==> config.mk <==
export PLATFORM = sky130hd
export DESIGN_NAME = ca_input_stage
export DESIGN_NICKNAME = d
export VERILOG_FILES = /design/src/ca_pkg.sv /design/src/ca_input_stage.sv
export SDC_FILE = /design/constraint.sdc
export NUM_CORES = 1
export LEC_CHECK = 0
export BUFFER_PORTS_ARGS = -buffer_cell sky130_fd_sc_hd__buf_2
export CELL_PAD_IN_SITES_DETAIL_PLACEMENT = 2
export CELL_PAD_IN_SITES_GLOBAL_PLACEMENT = 2
export CORE_ASPECT_RATIO = 0.6
export CORE_MARGIN = 5
export CORE_UTILIZATION = 29
export CTS_CLUSTER_SIZE = 10
export DETAILED_ROUTE_END_ITERATION = 10
export HOLD_SLACK_MARGIN = 0.15
export PLACE_DENSITY_LB_ADDON = 0.25
export SETUP_SLACK_MARGIN = 0.4
export SYNTH_ARGS = -nofsm -noshare
export SYNTH_HDL_FRONTEND = slang
export SYNTH_SLANG_ARGS = --single-unit
==> constraint.sdc <==
create_clock -name clk -period 3 [get_ports clk]
set_input_delay 0.45 -clock clk [delete_from_list [all_inputs] [get_ports clk]]
set_output_delay 0.45 -clock clk [all_outputs]
set_load 0.1 [all_outputs]
==> src/ca_pkg.sv <==
/*
 * Constants and carrier types for the command/address/clock-enable input stage.
 * Assumes a single 250 MHz clock standing for the rising edge of the differential clock pair.
 */
//
// Contract
// Row on activate, column on read/write
// Address bit ten requests auto precharge
// Precharge one bank or all by bit ten
// Load mode takes address as op-code
// Bit twelve picks eight or four beats
// Bank select picks target bank
// Bank select picks mode register zero-three
// Sample inputs on rising clock edge
// Registered clock enable gates internal circuitry
// Clock enable low enters power-down or refresh
// Self-refresh exit detected without clock; here the exit waits for a clock edge with cke high
// Power-down keeps only clock, enable, reset, termination
// Self refresh keeps only enable and reset
// Termination strobe ball selectable on byte-wide only
// Chip select high masks all commands
// Command from strobes, write enable, chip select
// Reset is asynchronous both ways; here only reset_pin_n acts without a clock, rst_b acts on the next clock edge
// Masked write beats stay unwritten; here the mask is ignored while the termination strobe is enabled
// Controller tracks open rows for power states
package ca_pkg;

	localparam int ADDR_W = 16;
	localparam int BANK_W = 3;
	localparam int NUM_BANKS = 8;
	localparam int AP_BIT = 10;
	localparam int BC_BIT = 12;
	localparam int CLK_PERIOD_PS = 4000;

	// Command codes: {ras_n, cas_n, we_n}
	localparam logic [2:0] CMD_MRS = 3'h0;
	localparam logic [2:0] CMD_REF = 3'h1;
	localparam logic [2:0] CMD_PRE = 3'h2;
	localparam logic [2:0] CMD_ACT = 3'h3;
	localparam logic [2:0] CMD_WR = 3'h4;
	localparam logic [2:0] CMD_RD = 3'h5;

	typedef enum logic [3:0] {
		ST_ACTIVE = 4'h1,
		ST_PDN_PRE = 4'h2,
		ST_PDN_ACT = 4'h4,
		ST_SELF_REF = 4'h8
	} pwr_state_e;

	typedef struct packed {
		logic cs_n;
		logic ras_n;
		logic cas_n;
		logic we_n;
		logic cke;
		logic termination_enable;
		logic [BANK_W-1:0] bank;
		logic [ADDR_W-1:0] addr;
	} ca_pins_s;

	typedef struct packed {
		logic act;
		logic rd;
		logic wr;
		logic pre;
		logic pre_all;
		logic mode_register_set;
		logic refresh;
		logic auto_precharge;
		logic burst_len_eight;
		logic [BANK_W-1:0] bank;
		logic [1:0] mode_sel;
		logic [ADDR_W-1:0] row;
		logic [ADDR_W-1:0] col;
		logic [ADDR_W-1:0] opcode;
	} ca_cmd_s;

endpackage

==> src/ca_input_stage.sv <==
/*
 * Command, address and clock-enable input stage of a DDR3-style DRAM.
 * Assumes clk is the true-rise/complement-fall crossing and that pins are already
 * timed to it; the controller keeps command spacing legal.
 * Two resets: rst_b acts on the next edge, reset_pin_n acts at once.
 * Mode settings arrive as steady levels from mode registers held elsewhere.
 */
`timescale 1ns/100ps
`default_nettype none
module ca_input_stage #(
	parameter bit BYTE_WIDE = 1'b1
) (
	input wire logic clk,
	input wire logic rst_b,
	input wire logic reset_pin_n,
	input wire ca_pkg::ca_pins_s pins,
	input wire logic otf_chop_en,
	input wire logic term_strobe_sel,
	input wire logic wr_beat_valid,
	input wire logic write_data_mask,
	output logic wr_beat_commit,
	output ca_pkg::ca_cmd_s cmd_ff,
	output logic [ca_pkg::NUM_BANKS-1:0] open_banks_ff,
	output ca_pkg::pwr_state_e pwr_ff,
	output logic internal_clk_en,
	output logic ca_buf_en,
	output logic clk_buf_en,
	output logic termination_strobe_n_en,
	output logic no_function_ball
);
	import ca_pkg::*;

	ca_cmd_s nxt_cmd;
	wire logic [NUM_BANKS-1:0] nxt_open_banks;
	pwr_state_e nxt_pwr;

	logic [2:0] code;
	logic decode_on;
	logic ap_bit;
	logic chop_bit;
	logic is_act;
	logic is_rd;
	logic is_wr;
	logic is_rw;
	logic is_pre;
	logic is_ref;

	logic hit_act;
	logic hit_close_one;
	logic hit_close_all;
	logic ref_entry;
	logic any_open;

	logic in_active;
	logic in_self_ref;
	logic mask_live;

	// Elaboration checks: the decode needs these fields to exist
	if (ADDR_W <= BC_BIT) begin : g_bad_addr_w
		$error("Address width too small for burst chop bit");
	end
	if (ADDR_W <= AP_BIT) begin : g_bad_ap_bit
		$error("Address width too small for auto precharge bit");
	end
	if (BANK_W < 2) begin : g_bad_bank_w
		$error("Bank width too small for mode register select");
	end
	if (NUM_BANKS != (1 << BANK_W)) begin : g_bad_banks
		$error("Bank count does not match bank select width");
	end

	// Command code and qualifiers, all taken from one edge
	assign code = {pins.ras_n, pins.cas_n, pins.we_n};
	// Only decode while awake; self refresh and power-down ignore commands
	assign decode_on = in_active && pins.cke && !pins.cs_n;
	assign ap_bit = pins.addr[AP_BIT];
	assign chop_bit = pins.addr[BC_BIT];
	assign is_act = (code == CMD_ACT);
	assign is_rd = (code == CMD_RD);
	assign is_wr = (code == CMD_WR);
	assign is_rw = is_rd || is_wr;
	assign is_pre = (code == CMD_PRE);
	assign is_ref = (code == CMD_REF);

	// Row map strobes; read/write with auto precharge closes its row at once
	assign hit_act = decode_on && is_act;
	assign hit_close_one = decode_on && ((is_rw && ap_bit) || (is_pre && !ap_bit));
	assign hit_close_all = decode_on && is_pre && ap_bit;
	assign any_open = (open_banks_ff != '0);
	// Refresh code with cke low; only meaningful once every bank is idle
	assign ref_entry = !pins.cs_n && is_ref;

	always_comb begin
		nxt_cmd = '0;
		if (decode_on) begin
			nxt_cmd.bank = pins.bank;
			unique case (code)
				CMD_ACT: begin
					nxt_cmd.act = 1'b1;
					nxt_cmd.row = pins.addr;
				end
				CMD_RD, CMD_WR: begin
					nxt_cmd.rd = is_rd;
					nxt_cmd.wr = is_wr;
					nxt_cmd.col = pins.addr;
					nxt_cmd.auto_precharge = ap_bit;
					// Without on-the-fly chop every burst is eight beats
					if (otf_chop_en) begin
						nxt_cmd.burst_len_eight = chop_bit;
					end else begin
						nxt_cmd.burst_len_eight = 1'b1;
					end
				end
				CMD_PRE: begin
					nxt_cmd.pre = 1'b1;
					nxt_cmd.pre_all = ap_bit;
				end
				CMD_MRS: begin
					nxt_cmd.mode_register_set = 1'b1;
					nxt_cmd.mode_sel = pins.bank[1:0];
					nxt_cmd.opcode = pins.addr;
				end
				CMD_REF: begin
					nxt_cmd.refresh = 1'b1;
				end
				// No-operation and calibration codes carry only the bank field
				default: begin
					nxt_cmd.bank = pins.bank;
				end
			endcase
		end
	end

	// One open-row bit per bank; an all-bank precharge needs no bank match
	for (genvar b = 0; b < NUM_BANKS; b++) begin : g_bank
		wire logic sel;
		wire logic set_row;
		wire logic clear_row;
		assign sel = (pins.bank == BANK_W'(b));
		assign set_row = sel && hit_act;
		assign clear_row = hit_close_all || (sel && hit_close_one);
		assign nxt_open_banks[b] = clear_row ? 1'b0
			: set_row ? 1'b1
			: open_banks_ff[b];
	end

	always_comb begin
		nxt_pwr = pwr_ff;
		unique case (pwr_ff)
			ST_ACTIVE: begin
				// Open rows decide between the two power-down flavours
				if (!pins.cke) begin
					if (any_open) begin
						nxt_pwr = ST_PDN_ACT;
					end else if (ref_entry) begin
						nxt_pwr = ST_SELF_REF;
					end else begin
						nxt_pwr = ST_PDN_PRE;
					end
				end
			end
			ST_PDN_PRE, ST_PDN_ACT: begin
				if (pins.cke) begin
					nxt_pwr = ST_ACTIVE;
				end
			end
			ST_SELF_REF: begin
				// Exit waits for an edge; a stopped clock would need a pin latch
				if (pins.cke) begin
					nxt_pwr = ST_ACTIVE;
				end
			end
		endcase
	end

	// Each state group clears on the reset pin at once, without a clock
	always_ff @(posedge clk or negedge reset_pin_n) begin
		if (!reset_pin_n) begin
			pwr_ff <= ST_ACTIVE;
		end else if (!rst_b) begin
			pwr_ff <= ST_ACTIVE;
		end else begin
			pwr_ff <= nxt_pwr;
		end
	end

	always_ff @(posedge clk or negedge reset_pin_n) begin
		if (!reset_pin_n) begin
			open_banks_ff <= '0;
		end else if (!rst_b) begin
			open_banks_ff <= '0;
		end else begin
			open_banks_ff <= nxt_open_banks;
		end
	end

	always_ff @(posedge clk or negedge reset_pin_n) begin
		if (!reset_pin_n) begin
			cmd_ff <= '0;
		end else if (!rst_b) begin
			cmd_ff <= '0;
		end else begin
			cmd_ff <= nxt_cmd;
		end
	end

	assign in_active = (pwr_ff == ST_ACTIVE);
	assign in_self_ref = (pwr_ff == ST_SELF_REF);
	// Gating follows the registered state, so a cke change acts one edge late
	assign internal_clk_en = in_active;
	assign ca_buf_en = in_active;
	assign clk_buf_en = !in_self_ref;
	// Only the byte-wide part can lend the shared ball to the strobe
	assign termination_strobe_n_en = BYTE_WIDE && term_strobe_sel;
	assign no_function_ball = !termination_strobe_n_en;
	// Strobe mode takes the mask ball, so mask is ignored then
	assign mask_live = write_data_mask && !termination_strobe_n_en;
	assign wr_beat_commit = wr_beat_valid && !mask_live;

endmodule
`default_nettype wire

==> metrics.sh <==
PORT-BUFFER-COUNT=110
IR_WORST_VDD_uV=366
TOTAL_ITERATIONS_OF_THE_FIRST_DETAILED_ROUTING_RUN=5
DIE_W_UM=135
SYNTH_FF_TYPE='sky130_fd_sc_hd__dfrtp_1'
NETLIST_INSTANCES=213
SYNTHARSTFLOPSHARE_PCT=100
SYNTH-WARNING-COUNT=0
DETAILED_PLACE.AREA_MM2=0.00340
HOLDBUFCOUNTCTS=0
GRT_ANTENNA_BEFORE_REPAIR=0
WORSTPATHCELLLIST='or3b_1 -> nor2_4 -> buf_2'
NNETSFINAL=360
SYNTH_SEQUENTIAL_AREA_RATIO_PCT=67.3
CLASS_OF_THE_MOST_CRITICAL_HOLD_TIMING_PATH='in -> async'
CP_DATA_REQUIRED_TIME_PS=2550
CRITPATHBUFINV=1
DIODES=0
VIA_PER_INST=4.43
EDFF_COUNT_SYNTH=0
CATEGORY_OF_CELLS_ACCOUNTING_FOR_THE_LARGEST_SHARE_OF_CRITICAL_PATH_DELAY='simple AND/OR/NAND/NOR gates'
FLOP_AND_LATCH_COUNT_OUT_OF_SYNTHESIS=73
RSZ_0062_RAISED_AFTER_GLOBAL_ROUTING='false'
DIEAREA_MM2=0.0115
ROUTED-VIA-COUNT=2051
CPMAXSTAGEDELAYCELL='sky130_fd_sc_hd__dfstp_2'
GRT_FIRST_PASS_WIRELENGTH_UM=12900
DETAIL_ROUTE.WL_PER_CELL_UM=17.8
CTS_TREE='built'
CLOCK_LATENCY_PS=330
YOSYS.CELL_TYPES.COUNT=38
AREA_OF_THE_MAPPED_NETLIST_MM2=0.00272
TIMING.FINAL.CRIT_SHARE_PCT=82.2
TNS_PS=0
FLOORPLAN.ROWS=27
REPORT.FINAL.SLEW_VIOL_COUNT=0
AVGSYNTHCELLAREA_UM2=12.8
ITERATION_0_DRC_MARKERS=57
POST-ROUTE-DRC-COUNT=0
INITIAL_UTIL_PCT=29.7
WIRELENGTH_UM=8250
MAX_STAGE_DELAY_PS=570
GR-TOTAL-OVERFLOW=0
CTS_RESIZED=0
GP_ROUTABILITY_CONGESTION=0.764
CLOCK_TREE_ROOT_DRIVER_CELL='sky130_fd_sc_hd__clkbuf_16'
MAXCAPVIOLCOUNT=0
CP_DATA_ARRIVAL_TIME_PS=2020
WORST_HOLD_SLACK_PS=249
POSTCTSSETUPBUFFERS=0
DP_CELLS=447
FINAL_CELL_AREA_MM2=0.00373
COREAREA_MM2=0.00916
MAXSLEWHEADROOM_PCT=38.0
FINALNONFILLERCELLS=463
PWRDENS_mW_PER_MM2=649
NUMBER_OF_GLOBAL_ROUTE_VIAS_BEFORE_REPAIR=2299
CTS_BUFFER_DEPTH=2
FINALWORSTPATHREQUIREDPERIOD_PS=2470
CELLLEAKAGEPOWER_nW=2.06
PLACE_HPWL_UM=5980
BOUNDARYPINS=112
CTS_INSERTED_BUFFERS=9
POSTROUTEANTENNANETS=0
POST_ROUTE_CELLS_DRIVE_ABOVE_1_SHARE_PCT=42.0
CTS.REPORTEDPATHS.CLKPINSLEW_PS=60
CP-START-KIND='flop'
SETUP_VIOL=0
MAXCLOCKFREQUENCY_MHz=406
CRITICAL_PATH.MAX_FANOUT=8
CTS.SINKS=73
GRT_MAX_DEGREE=74
CRIT_PATH_END_KIND='output port'
FP.DIEH_UM=85.0
CTS-HTREE-LEVELS=3
TIMING.SETUP.CRITICAL_PATH_CLASS='reg -> out'
MAPPEDNETLISTNETS=245
TIMING_HOLD_VIOLATIONS_FINAL=0
OUTCOME='complete, no violations'
SKEW_PS=4.27
TIGHTEST_SLEW_PS=930
SYNTHTOLAYOUTAREAGROWTH_PCT=37.2
TRACK_USAGE_PCT=15.2
## power by group
part / internal (mW) / switching (mW)
sequential: 0.994 / 0.00881
clock: 0.770 / 0.405
combinational: 0.0465 / 0.194
total: 1.81 / 0.607
## registers in the layout (all words and copies together) (netlist names)
register       count
pwr_ff             4
open_banks_ff      8
cmd_ff            61
## synth_stat cells (all sizes together) (3+ instances only)
master | number | area (µm²)
o21ai | 4 | 20.0
a21oi | 8 | 40.0
a211oi | 6 | 45.0
nor2 | 13 | 48.8
nor2b | 3 | 18.8
nand3b | 3 | 22.5
nor4 | 5 | 46.3
and2 | 50 | 313
buf | 10 | 76.3
inv | 5 | 18.8
nor3 | 3 | 15.0
dfrtp | 72 | 1800
or3b | 4 | 35.0
## per-layer routing
layer | vias to the layer above | track usage, % | part of all wire [%]
met5 | - | 0 | 0
met3 | 6 | 8.65 | 9.6
met2 | 74 | 22.6 | 45
li1 | 945 | - | -
met1 | 1026 | 18.9 | 44
met4 | 0 | 4.39 | 0.70
## layout make-up
| type | instances | area, µm² |
|---|---|---|
| inverters | 5 | 18.8 |
| fillers | 985 | 5430 |
| multi-input cells | 125 | 806 |
| repair buffers | 114 | 583 |
| flip-flops and latches | 73 | 1830 |
| clock inverters | 5 | 77.6 |
| clock buffers | 11 | 253 |
| well taps | 130 | 163 |
## stage by stage
step,power [mW],worst slack (ps),utilization [%]
final,2.42,534,40.7
after global routing,2.53,451,40.7
after CTS,2.46,504,40.7
after detailed placement,1.26,559,37.1
after global placement,1.26,602,37.1
after floorplan,1.19,224,-
## logic make-up after synthesis
| kind of cell | synth area share [%] |
|---|---|
| xor+xnor | 0.322 |
| flops | 67.3 |
| compound gates | 6.95 |
| buf+inv | 3.50 |
| simple gates | 22.0 |
## path summary, 6_finish.rpt
kind                       cells past startpoint                           end                    startpoint  slack [ps]
min in group clk                               2          cmd_ff[53]$_DFF_PN0_                   otf_chop_en         300
max reg2reg                                    5          cmd_ff[53]$_DFF_PN0_         pwr_ff[0]$_DFFE_PN1P_         580
max in group asynchronous                      1           cmd_ff[6]$_DFF_PN0_                   reset_pin_n        2140
max                                            3                     ca_buf_en         pwr_ff[0]$_DFFE_PN1P_         530
min                                            1          cmd_ff[14]$_DFF_PN0_                   reset_pin_n         250
min reg2reg                                    2  open_banks_ff[5]$_DFFE_PN0P_  open_banks_ff[5]$_DFFE_PN0P_         610
## cell usage in the layout, fill, tap and decap left out, drive strengths merged, types with 3 or more instances in the layout
| master | synthesis | final |
|---|---|---|
| nor2b | 3 | 3 |
| o21ai | 4 | 4 |
| buf | 10 | 114 |
| dfrtp | 72 | 72 |
| clkbuf | 0 | 11 |
| nor2 | 13 | 13 |
| nor3 | 3 | 3 |
| a211oi | 6 | 6 |
| or3b | 4 | 4 |
| and2 | 50 | 50 |
| nor4 | 5 | 5 |
| a21oi | 8 | 8 |
| nand3b | 3 | 3 |
| inv | 5 | 5 |
## worst reg2reg max path: stages (launching register included)
cell and delay (ps):
sky130_fd_sc_hd__dfstp_2 570, sky130_fd_sc_hd__or3b_1 510, sky130_fd_sc_hd__or3_1 580, sky130_fd_sc_hd__nor3b_4 240, sky130_fd_sc_hd__buf_4 240, sky130_fd_sc_hd__a21boi_0 190
(Power assumes the default switching activity.)
